===== config.mk =====
export PLATFORM = sky130hd
export DESIGN_NAME = transient_event_detector
export DESIGN_NICKNAME = d
export VERILOG_FILES = /design/src/design/transient_pkg.sv /design/src/design/debounce_step_timer.sv /design/src/design/axis_debouncer.sv /design/src/design/transient_event_detector.sv
export SDC_FILE = /design/constraint.sdc
export NUM_CORES = 1
export LEC_CHECK = 0
export BUFFER_PORTS_ARGS = -buffer_cell sky130_fd_sc_hd__buf_2
export CAP_MARGIN = 20
export CORE_MARGIN = 10
export CORE_UTILIZATION = 62
export CTS_BUF_LIST = sky130_fd_sc_hd__clkbuf_8
export DETAILED_ROUTE_END_ITERATION = 10
export PLACE_DENSITY = 0.83
export SYNTH_ARGS = -nofsm -noshare
export SYNTH_HDL_FRONTEND = slang
export SYNTH_SLANG_ARGS = --single-unit

===== constraint.sdc =====
create_clock -name mclk_i -period 5.81 [get_ports mclk_i]
set_input_delay 1.4525 -clock mclk_i [delete_from_list [all_inputs] [get_ports mclk_i]]
set_output_delay 1.4525 -clock mclk_i [all_outputs]
set_load 0.1 [all_outputs]

===== src/design/transient_pkg.sv =====
// Purpose: Shared constants and types of the transient event detector.
// Assumes: Acceleration samples arrive as signed 8-bit at 0.063g per LSB.
// Notes: Register offsets are byte addresses on the register port.
package transient_pkg;

	// ----------------------------------------------------------------
	// Register offsets
	// ----------------------------------------------------------------
	localparam logic [7:0] CFG_OFFSET = 8'h1d;
	localparam logic [7:0] SRC_OFFSET = 8'h1e;
	localparam logic [7:0] THR_OFFSET = 8'h1f;
	localparam logic [7:0] CNT_OFFSET = 8'h20;

	// ----------------------------------------------------------------
	// Reset values
	// ----------------------------------------------------------------
	localparam logic [7:0] CFG_RESET = 8'h00;
	localparam logic [7:0] SRC_RESET = 8'h00;
	localparam logic [7:0] THR_RESET = 8'h00;
	localparam logic [7:0] CNT_RESET = 8'h00;

	// ----------------------------------------------------------------
	// Field positions
	// ----------------------------------------------------------------
	localparam int THR_MODE_BIT = 7;
	localparam int THR_LEVEL_MSB = 6;
	localparam int CFG_LATCH_BIT = 4;
	localparam int CFG_Z_EN_BIT = 3;
	localparam int CFG_Y_EN_BIT = 2;
	localparam int CFG_X_EN_BIT = 1;
	localparam int CFG_BYPASS_BIT = 0;

	// Highest threshold count with the low-noise setting (4g)
	localparam logic [6:0] LOW_NOISE_MAX_LEVEL = 7'h3f;

	// ----------------------------------------------------------------
	// Timing
	// ----------------------------------------------------------------
	localparam int STEP_BASE_US = 1250;
	localparam int CLK_FREQ_KHZ = 40000;
	localparam int UNIT_CYCLES = STEP_BASE_US * CLK_FREQ_KHZ / 1000;

	// ----------------------------------------------------------------
	// Types
	// ----------------------------------------------------------------
	typedef enum logic [1:0] {
		MODE_NORMAL = 2'h0,
		MODE_LOW_NOISE = 2'h1,
		MODE_HIGH_RES = 2'h2,
		MODE_LOW_POWER = 2'h3
	} os_mode_e;

	typedef struct packed {
		logic latch_enable;
		logic z_detect_enable;
		logic y_detect_enable;
		logic x_detect_enable;
		logic highpass_bypass;
	} tcfg_s;

	typedef struct packed {
		logic rsvd;
		logic event_active;
		logic z_axis_event;
		logic z_pol;
		logic y_axis_event;
		logic y_pol;
		logic x_axis_event;
		logic x_pol;
	} tsrc_s;

	// Step length in units of 1.25 ms; rate code 0 = 800 Hz ... 7 = 1.56 Hz
	function automatic logic [7:0] step_units(input logic [2:0] rate,
		input os_mode_e mode);
		logic [7:0] u;
		case (rate)
			3'h0: u = 8'h01;
			3'h1: u = 8'h02;
			3'h2: u = 8'h04;
			3'h3: u = 8'h08;
			3'h4: u = 8'h10;
			3'h5: u = 8'h40;
			default: u = 8'h80;
		endcase
		case (mode)
			MODE_NORMAL: if (u > 8'h10) u = 8'h10;
			MODE_LOW_NOISE: if (u > 8'h40) u = 8'h40;
			MODE_HIGH_RES: if (u > 8'h02) u = 8'h02;
			default: ;
		endcase
		return u;
	endfunction : step_units

endpackage : transient_pkg


===== src/design/debounce_step_timer.sv =====
// Purpose: Debounce step pulse generator following rate and oversampling.
// Assumes: Rate and mode are steady while detection runs.
// Notes: One pulse per step, a step is a whole number of 1.25 ms units.
`timescale 1ns/1ps
module debounce_step_timer #(
	parameter int UNIT_CYCLES = transient_pkg::UNIT_CYCLES
) (
	// Clock and reset
	input wire logic mclk_i,
	input wire logic sys_rst_i,
	// Timing selection
	input wire logic [2:0] sample_rate_i,
	input wire transient_pkg::os_mode_e os_mode_i,
	// Step pulse
	output logic step_o
);
	logic [31:0] cyc_ff, nxt_cyc;
	logic [7:0] unit_ff, nxt_unit;
	logic step_ff, nxt_step;
	logic [7:0] units;

	always_comb begin
		units = transient_pkg::step_units(sample_rate_i, os_mode_i);
		nxt_cyc = cyc_ff + 32'h1;
		nxt_unit = unit_ff;
		nxt_step = 1'b0;
		if (cyc_ff >= 32'(UNIT_CYCLES - 1)) begin
			nxt_cyc = 32'h0;
			if (unit_ff + 8'h1 >= units) begin
				nxt_unit = 8'h0;
				nxt_step = 1'b1;
			end else begin
				nxt_unit = unit_ff + 8'h1;
			end
		end
	end

	always_ff @(posedge mclk_i) begin
		if (sys_rst_i) begin
			cyc_ff <= 32'h0;
			unit_ff <= 8'h0;
			step_ff <= 1'b0;
		end else begin
			cyc_ff <= nxt_cyc;
			unit_ff <= nxt_unit;
			step_ff <= nxt_step;
		end
	end

	assign step_o = step_ff;
endmodule : debounce_step_timer


===== src/design/axis_debouncer.sv =====
// Purpose: One axis of threshold compare and debounce counting.
// Assumes: Sample is signed, 0.063g per LSB, full 8g span.
// Notes: Detect level and sign update on a step pulse, or clear at once when the axis is disabled.
`timescale 1ns/1ps
module axis_debouncer (
	// Clock and reset
	input wire logic mclk_i,
	input wire logic sys_rst_i,
	// Control
	input wire logic step_i,
	input wire logic enable_i,
	input wire logic debounce_mode_i,
	input wire logic [6:0] level_i,
	input wire logic [7:0] count_i,
	// Sample
	input wire logic signed [7:0] sample_i,
	// Result
	output logic detect_o,
	output logic sign_o
);
	logic [7:0] cnt_ff, nxt_cnt;
	logic det_ff, nxt_det;
	logic sgn_ff, nxt_sgn;
	logic [7:0] mag;
	logic cond;

	always_comb begin
		mag = sample_i[7] ? 8'(-sample_i) : 8'(sample_i);
		cond = enable_i && (mag > {1'b0, level_i});
		nxt_cnt = cnt_ff;
		nxt_det = det_ff;
		nxt_sgn = sgn_ff;
		if (step_i) begin
			if (cond) begin
				nxt_cnt = (cnt_ff >= count_i) ? count_i : cnt_ff + 8'h1;
			end else if (debounce_mode_i) begin
				nxt_cnt = 8'h0;
			end else if (cnt_ff != 8'h0) begin
				nxt_cnt = cnt_ff - 8'h1;
			end
			nxt_det = cond && (nxt_cnt >= count_i);
			nxt_sgn = cond ? sample_i[7] : 1'b0;
		end
		// Disabled axis drops its detection at once
		if (!enable_i) begin
			nxt_cnt = 8'h0;
			nxt_det = 1'b0;
			nxt_sgn = 1'b0;
		end
	end

	always_ff @(posedge mclk_i) begin
		if (sys_rst_i) begin
			cnt_ff <= 8'h0;
			det_ff <= 1'b0;
			sgn_ff <= 1'b0;
		end else begin
			cnt_ff <= nxt_cnt;
			det_ff <= nxt_det;
			sgn_ff <= nxt_sgn;
		end
	end

	assign detect_o = det_ff;
	assign sign_o = sgn_ff;
endmodule : axis_debouncer


===== src/design/transient_event_detector.sv =====
// Purpose: Transient acceleration event detector with source register.
// Assumes: Samples at 0.063g/LSB; register port strobes are one cycle.
// Notes: Read data appears one cycle after the read strobe.
// Function
// - Event active is set while any axis event flag is set, else zero.
// - Axis event flag sets when axis magnitude exceeds the threshold.
// - Polarity bit records sign of triggering acceleration, 1 for negative.
// - With latching on, active flag freezes all source bits until read.
// - Reading the source register clears every bit not set again by a detection in that cycle.
// - Threshold is compared against high-pass filtered data.
// - Top threshold bit picks decrement (0) or clear (1) when condition lapses.
// - Threshold is seven unsigned bits at 0.063g per count, 8g top.
// - Comparison spans full 8g whatever output full scale is chosen.
// - Low-noise setting caps reachable threshold at 4g.
// - Count register sets steps needed before the event, consecutive only in clear mode.
// - Step period follows rate and mode, 1.25 ms at 800 Hz.
// - Latch enable holds flags until read, otherwise they follow detection.
// - Each axis has an enable; disabled axes detect nothing.
// - Bypass bit feeds unfiltered data to the comparator.
`timescale 1ns/1ps
module transient_event_detector #(
	parameter int UNIT_CYCLES = transient_pkg::UNIT_CYCLES
) (
	// Clock and reset
	input wire logic mclk_i,
	input wire logic sys_rst_i,
	// Register port
	input wire logic [7:0] reg_addr_i,
	input wire logic reg_wr_i,
	input wire logic [7:0] reg_wdata_i,
	input wire logic reg_rd_i,
	output logic [7:0] reg_rdata_o,
	// Device settings
	input wire logic [2:0] sample_rate_i,
	input wire transient_pkg::os_mode_e os_mode_i,
	input wire logic low_noise_i,
	// Acceleration, index 0 = X, 1 = Y, 2 = Z
	input wire logic [2:0][7:0] hpf_data_i,
	input wire logic [2:0][7:0] raw_data_i,
	// Status
	output logic event_active_o
);
	// ----------------------------------------------------------------
	// Registers
	// ----------------------------------------------------------------
	transient_pkg::tcfg_s cfg_ff, nxt_cfg;
	logic [7:0] thr_ff, nxt_thr;
	logic [7:0] cnt_ff, nxt_cnt;
	transient_pkg::tsrc_s src_ff, nxt_src;
	logic [7:0] rdata_ff, nxt_rdata;
	logic [2:0][7:0] smp_ff, nxt_smp;

	logic step;
	logic [2:0] det;
	logic [2:0] sgn;
	logic [2:0] en;
	logic [6:0] level;
	logic rd_src;
	logic hold;

	// ----------------------------------------------------------------
	// Register access
	// ----------------------------------------------------------------
	always_comb begin
		nxt_cfg = cfg_ff;
		nxt_thr = thr_ff;
		nxt_cnt = cnt_ff;
		if (reg_wr_i) begin
			case (reg_addr_i)
				transient_pkg::CFG_OFFSET:
					nxt_cfg = transient_pkg::tcfg_s'(reg_wdata_i[4:0]);
				transient_pkg::THR_OFFSET: nxt_thr = reg_wdata_i;
				transient_pkg::CNT_OFFSET: nxt_cnt = reg_wdata_i;
				default: ;
			endcase
		end
		nxt_rdata = rdata_ff;
		if (reg_rd_i) begin
			case (reg_addr_i)
				transient_pkg::CFG_OFFSET: nxt_rdata = {3'h0, cfg_ff};
				transient_pkg::SRC_OFFSET: nxt_rdata = src_ff;
				transient_pkg::THR_OFFSET: nxt_rdata = thr_ff;
				transient_pkg::CNT_OFFSET: nxt_rdata = cnt_ff;
				default: nxt_rdata = 8'h00;
			endcase
		end
	end

	// ----------------------------------------------------------------
	// Data selection and threshold
	// ----------------------------------------------------------------
	always_comb begin
		for (int i = 0; i < 3; i++) begin
			nxt_smp[i] = cfg_ff.highpass_bypass ? raw_data_i[i]
				: hpf_data_i[i];
		end
		level = thr_ff[transient_pkg::THR_LEVEL_MSB:0];
		if (low_noise_i && level > transient_pkg::LOW_NOISE_MAX_LEVEL) begin
			level = transient_pkg::LOW_NOISE_MAX_LEVEL;
		end
		en = {cfg_ff.z_detect_enable, cfg_ff.y_detect_enable,
			cfg_ff.x_detect_enable};
	end

	// ----------------------------------------------------------------
	// Step timer and per-axis detectors
	// ----------------------------------------------------------------
	debounce_step_timer #(
		.UNIT_CYCLES(UNIT_CYCLES)
	) u_timer (
		.mclk_i(mclk_i),
		.sys_rst_i(sys_rst_i),
		.sample_rate_i(sample_rate_i),
		.os_mode_i(os_mode_i),
		.step_o(step)
	);

	for (genvar g = 0; g < 3; g++) begin : g_axis
		axis_debouncer u_axis (
			.mclk_i(mclk_i),
			.sys_rst_i(sys_rst_i),
			.step_i(step),
			.enable_i(en[g]),
			.debounce_mode_i(thr_ff[transient_pkg::THR_MODE_BIT]),
			.level_i(level),
			.count_i(cnt_ff),
			.sample_i(smp_ff[g]),
			.detect_o(det[g]),
			.sign_o(sgn[g])
		);
	end

	// ----------------------------------------------------------------
	// Source register
	// ----------------------------------------------------------------
	always_comb begin
		rd_src = reg_rd_i && (reg_addr_i == transient_pkg::SRC_OFFSET);
		hold = cfg_ff.latch_enable && src_ff.event_active && !rd_src;
		nxt_src = src_ff;
		if (!hold) begin
			// A detection in the read cycle wins over the clear
			nxt_src.x_axis_event = det[0];
			nxt_src.y_axis_event = det[1];
			nxt_src.z_axis_event = det[2];
			nxt_src.x_pol = det[0] ? sgn[0] : (rd_src ? 1'b0 : src_ff.x_pol);
			nxt_src.y_pol = det[1] ? sgn[1] : (rd_src ? 1'b0 : src_ff.y_pol);
			nxt_src.z_pol = det[2] ? sgn[2] : (rd_src ? 1'b0 : src_ff.z_pol);
		end
		nxt_src.rsvd = 1'b0;
		nxt_src.event_active = nxt_src.x_axis_event
			|| nxt_src.y_axis_event || nxt_src.z_axis_event;
	end

	always_ff @(posedge mclk_i) begin
		if (sys_rst_i) begin
			cfg_ff <= transient_pkg::tcfg_s'(transient_pkg::CFG_RESET[4:0]);
			thr_ff <= transient_pkg::THR_RESET;
			cnt_ff <= transient_pkg::CNT_RESET;
			src_ff <= transient_pkg::SRC_RESET;
			rdata_ff <= 8'h00;
			smp_ff <= '0;
		end else begin
			cfg_ff <= nxt_cfg;
			thr_ff <= nxt_thr;
			cnt_ff <= nxt_cnt;
			src_ff <= nxt_src;
			rdata_ff <= nxt_rdata;
			smp_ff <= nxt_smp;
		end
	end

	assign reg_rdata_o = rdata_ff;
	assign event_active_o = src_ff.event_active;
endmodule : transient_event_detector


# Word level (Yosys, flattened, before mapping)
# Cells that the tools add are included.
[classes]
bitwise = 5
addsub = 11
order_cmp = 15
n_mux = 38
n_eq_ne = 11
n_reduce_logical = 32
[ops]
columns = ["operator", "n"]
rows = [
  ["2-to-1 mux 8 bit", 25],
  [">= comparator 8 bit", 7],
  ["one-hot mux 8 bit (6 select lines)", 1],
  ["adder 32 x 1 -> 32 bit (second input constant)", 1],
  ["adder 8 x 1 -> 8 bit (second input constant)", 4],
  [">= comparator 32 x 16 -> 1 bit (second input constant)", 1],
  ["one-hot mux 8 bit (4 select lines)", 1],
  ["== test 8 x 5 -> 1 bit (second input constant)", 3],
  ["> comparator 8 x 7 -> 1 bit", 3],
  ["negation 8 bit", 3],
  ["one-hot mux 8 bit (3 select lines)", 1],
  ["nonzero test 8 bit", 3],
  ["subtractor 8 x 1 -> 8 bit (second input constant)", 3],
  ["AND reduction 2 bit", 6],
  ["logical AND 1 bit", 10],
  ["OR reduction 2 bit", 5],
  ["== test 8 x 6 -> 1 bit (second input constant)", 1],
  ["> comparator 8 x 2 -> 1 bit (second input constant)", 1],
  ["> comparator 8 x 5 -> 1 bit (second input constant)", 1],
  ["> comparator 8 x 7 -> 1 bit (second input constant)", 1],
  ["2-to-1 mux 1 bit", 8],
  ["> comparator 7 x 6 -> 1 bit (second input constant)", 1],
  ["2-to-1 mux 7 bit", 1],
  ["== test 3 x 2 -> 1 bit (second input constant)", 2],
  ["other kinds (11)", 19],
]
[word_totals]
out_inout_bits = 9
in_bits = 74
wordCells = 143
ff_bits = 132

# Depth between registers and ports, before layout
[logic_depth]
word_depth = 9
depth_mapped = 23
ltp_nobuf = 22

# By module
# Synthesis repeated with hierarchy kept, for this count alone.
[unflattened]
hier_cells = 1018
area_unflattened_um2 = 8893.5
[by_module_without_submodules]
columns = ["mod", "instances", "area_per_inst_um2", "cells_per_inst", "seq_area_each_um2"]
rows = [
  ["axis_debouncer", 3, 1495.2, 184, 200.2],
  ["transient_event_detector", 1, 2658.8, 281, 1201.2],
  ["debounce_step_timer", 1, 1749.2, 185, 820.8],
]

# Worst setup path after synthesis
# Ideal clock, no wire load.
[synth_timing]
path_type = "input to register"
startpoint = "input port low_noise_i"
endpoint = "register g_axis[2].u_axis.det_ff"
stages = 19
setup_time_ps = 117
slack_ps = 867
path_buffers = 2
arrival_time_ps = 4826
cell_sequence = "buf_2 -> a21oi_1 -> ha_1 -> a21o_1 -> a21o_1 -> a21oi_1 -> a31oi_1 -> o31ai_4 -> buf_2 -> o21ai_0 -> ha_1 -> nand2b_1 -> a21o_1 -> a21o_1 -> a21o_1 -> a21o_1 -> a211oi_1 -> o21bai_1 -> a22o_1"
[synth_between]
elab_chain_len = 8
[synth_rtl]
columns = ["element", "line", "rtl"]
rows = [
  ["start: declaration", "transient_event_detector.sv:36", "input wire logic low_noise_i,"],
  ["logical AND 1 bit *", "transient_event_detector.sv:98", "if (low_noise_i && level > transient_pkg::LOW_NOISE_MAX_LEVEL) begin"],
  ["2-to-1 mux 7 bit *", "transient_event_detector.sv:98", ""],
  ["> comparator 8 x 7 -> 1 bit *", "axis_debouncer.sv:29", "cond = enable_i && (mag > {1'b0, level_i});"],
  ["logical AND 1 bit *", "axis_debouncer.sv:29", ""],
  ["2-to-1 mux 8 bit", "axis_debouncer.sv:34", "if (cond) begin"],
  ["2-to-1 mux 8 bit", "axis_debouncer.sv:33", "if (step_i) begin"],
  [">= comparator 8 bit", "axis_debouncer.sv:41", "nxt_det = cond && (nxt_cnt >= count_i);"],
  ["logical AND 1 bit *", "axis_debouncer.sv:41", ""],
  ["end signal: assignment", "axis_debouncer.sv:59", "det_ff <= nxt_det;"],
  ["end: declaration", "axis_debouncer.sv:22", "logic det_ff, nxt_det;"],
]
# Mark *: on every way between the ends. The rest lies on a longest branch, timed or not. The select of a mux whose other input is x is not followed.
# A chain may end at the register's enable or synchronous reset.

# Worst setup path in the final report
# Same ends and word-level chain as after synthesis.

==> results.md <==
- Setup Buffers After CTS: 0
- DRT Pass-1 Iters: 6
- Worst setup SP type: input port
- Pin count of the biggest net entering global routing: 53
- CP Cell Sequence: buf_2, a21oi_1, ha_1, a21o_1, a21o_1, a21oi_1, a31oi_1, o31ai_4, buf_4, o21ai_0, ha_1, nand2b_1, a21o_1, a21o_1, a21o_1, a21o_1, a211oi_1, o21bai_1, a22o_1
- Post-Layout Cell Count: 1252
- # IOs: 83
- CP top delay family: compound AO/OA/AOI/OAI gates
- Library cells used by synthesis: 70
- # clock sinks: 131
- Internal power: 1.376 mW
- Gate power share: 12.2%
- Tightest Hold Check Type: reg -> reg
- Sequential cell area fraction in the yosys report: 30.90%
- Via-to-Cell Ratio: 5.889
- Number of nets with antenna violations after routing: 0
- WS Path Type: in -> reg
- Initial Utilization: 63.58%
- P&R area growth vs syn: 10.41%
- Clock Skew: 0.007148 ns
- Final setup viols: 0
- Post-cts repair resize count: 0
- CTS Buf Count: 17
- Final #Nets: 1221
- Mapped cell area: 8487 sq um
- Yosys reg bits: 131
- Final worst path period need: 4.698 ns
- Hold Fails Final Rpt: 0
- Clk pwr share: 39.0%
- Total GRT Usage: 22.25%
- Average cell area after synthesis: 8.564 sq um
- Syn Inst Count: 991
- Setup TNS: 0 ns
- Fillers: 1061
- Die H: 137.0 um
- First-pass GRT wire length: 34070 um
- Crit path buf inv count: 2
- CP peak stage delay: 0.31 ns
- CTS tree: yes
- Vias: 7373
- Crit path max fanout: 14
- Core ar.: 13350 sq um
- H-tree depth: 4
- Worst path slowest cell: ha_1
- DRC: 0
- P_leak: 3.814 nW
- VDD IR-drop max: 0.2650 mV
- Initial DRC Count: 707
- RSZ-0062 raised after global routing: false
- Period utilisation layout: 80.86%
- Synth warn: 0
- Number of instances in the placed design: 1220
- CTS Buffer Depth: 2
- Die Span X: 137.0 um
- Initial antenna violation count: 0
- Status: finished clean
- Ant. Diodes: 0
- Pwr Density: 205.5 nW/um^2
- Row count: 42
- Worst skew pair latency: 0.45 ns
- Storage cell area: 2623 sq um
- Post-layout util: 70.20%
- Share of cells above drive strength 1: 13.20%
- Post-synth ARST share: 0%
- Total power: 1.925 mW
- CTS clk-pin slew, worst paths: 0.08 ns
- WL final: 20510 um
- Register share of total power: 48.8%
- Slew Limit Fails: 0
- Avg WL per Cell: 16.38 um
- Max Cap Viol: 0
- Final worst setup slack: 1.112 ns
- FMAX: 212.9 MHz
- Overflow after GRT: 0
- DIE AREA: 18770 sq um
- Worst path arrival time: 5.05 ns
- Worst-Margin Slew: 1.050 ns
- Max transition margin: 29.82%
- Vias in the first global route: 7059
- NetSw: 549.3 uW
- CP endpoint kind: register
- Number of enable flip-flop cells after synthesis: 0
- Footprint of the multi-input gates: 5577 sq um
- Top FF cell, synth: dfxtp_1
- Dpl ws: 0.6993 ns
- CTS Root Cell: clkbuf_8
- CP Data Required Time: 6.16 ns
- Most used cell, CP: a21o_1
- IO buf count: 82
- Final HPWL DP: 15160 um
- Cts hold-fix bufs: 0
- Net Sw Frac: 28.53%
- GPL Wtd Cong: 0.9082
metrics by stage:
stage,hold slack [ns],cell area (sq um)
2_1_floorplan,0.4175,8543
3_3_place_gp,0.4310,8995
3_5_place_dp,0.4537,8995
4_1_cts,0.4737,9370
5_1_grt,0.4901,9370
6_report,0.4591,9370
registers in the layout, indices dropped and copies added, names as in the netlist, 6 cells and up:
| register | count |
|---|---|
| u_timer.cyc_ff | 32 |
| g_axis.u_axis.cnt_ff | 24 |
| smp_ff | 24 |
| cnt_ff | 8 |
| reg_rdata_o | 8 |
| thr_ff | 8 |
| u_timer.unit_ff | 8 |
| src_ff | 6 |
metal layers:
layer  global-route usage (%)  vias up  wire [um]
li1                         -     3655          -
met5                        0        -          0
met4                    6.733        0        363
met2                    35.48      280       9417
met3                    4.729       46       1670
met1                    29.45     3392       9062
cell usage after synthesis (4+ instances only):
cell type	count	share of area, %
a21o_1	22	1.9
a21oi_1	55	3.2
a222oi_1	7	0.83
a22o_1	9	0.93
a31oi_1	10	0.74
and3_1	10	0.74
buf_1	5	0.22
buf_2	11	0.65
clkbuf_1	31	1.4
dfxtp_1	131	31
ha_1	84	12
inv_1	32	1.4
mux2_2	6	0.80
mux2i_1	63	7.4
nand2_1	69	3.1
nand2b_1	34	2.5
nand3_1	51	3.0
nand3b_1	8	0.71
nand4_1	5	0.37
nor2_1	111	4.9
nor2b_1	12	0.88
nor3_1	18	1.1
nor3b_1	4	0.35
nor4_1	9	0.66
o211ai_1	8	0.71
o21a_1	11	0.97
o21ai_0	25	1.5
o21ai_1	5	0.29
o22ai_1	5	0.37
o31ai_1	5	0.44
or4_1	8	0.71
xnor2_1	56	5.8
xor2_1	18	1.9
cell type report:
class                      count  area share, %
clock buffer                  18          2.644
tap                          176          2.350
inverter                      32          1.282
sequential                   131          27.99
clock inverter                14          1.362
multi-input combinational    793          59.51
timing repair buffer          88          4.860
power groups by stage:
stage | combinational (mW) | sequential [mW] | clock, mW
2_1_floorplan | 0.166 | 0.955 | 0
3_3_place_gp | 0.223 | 0.960 | 0
3_5_place_dp | 0.231 | 0.961 | 0
4_1_cts | 0.232 | 0.939 | 0.755
5_1_grt | 0.266 | 0.943 | 0.793
6_report | 0.235 | 0.939 | 0.751
worst paths after layout:
check / startpoint / endpoint / slack [ns] / cells after the start
setup / recovery: low_noise_i / g_axis[2].u_axis.detect_o / 1.11 / 19
hold reg to reg: u_timer.cyc_ff[0] / u_timer.cyc_ff[0] / 0.46 / 1
setup reg to reg: g_axis[2].u_axis.cnt_ff[0] / g_axis[2].u_axis.detect_o / 1.53 / 17
hold / removal: u_timer.cyc_ff[0] / u_timer.cyc_ff[0] / 0.46 / 1
cell families (layout without fill, tap and decap cells):
group                    Yosys count  in the layout  synth area share (%)
multiplexers                      69             69                 8.226
flip-flops                       131            131                 30.90
buffers and inverters             82            152                 4.054
other                              1             16               0.04419
AND/OR/NAND/NOR                  362            362                 21.55
adder cells (fa/ha/maj)           86             86                 12.62
XOR/XNOR                          75             75                 7.828
AO/OA/AOI/OAI                    185            185                 14.77
cells in the final DEF (no fill, tap or decap), types with 7 or more instances in the layout:
| cell type | synthesis | routed |
|---|---|---|
| a21o_1 | 22 | 22 |
| a21oi_1 | 55 | 55 |
| a222oi_1 | 7 | 7 |
| a22o_1 | 9 | 9 |
| a31oi_1 | 10 | 10 |
| and3_1 | 10 | 10 |
| buf_2 | 11 | 82 |
| clkbuf_8 | 0 | 18 |
| conb_1 | 1 | 16 |
| dfxtp_1 | 131 | 131 |
| ha_1 | 84 | 84 |
| inv_1 | 32 | 33 |
| mux2i_1 | 63 | 63 |
| nand2_1 | 69 | 69 |
| nand2b_1 | 34 | 34 |
| nand3_1 | 51 | 51 |
| nand3b_1 | 8 | 8 |
| nor2_1 | 111 | 111 |
| nor2b_1 | 12 | 12 |
| nor3_1 | 18 | 18 |
| nor4_1 | 9 | 9 |
| o211ai_1 | 8 | 8 |
| o21a_1 | 11 | 11 |
| o21ai_0 | 25 | 25 |
| or4_1 | 8 | 8 |
| xnor2_1 | 56 | 56 |
| xor2_1 | 18 | 18 |
(Power assumes the default switching activity.)
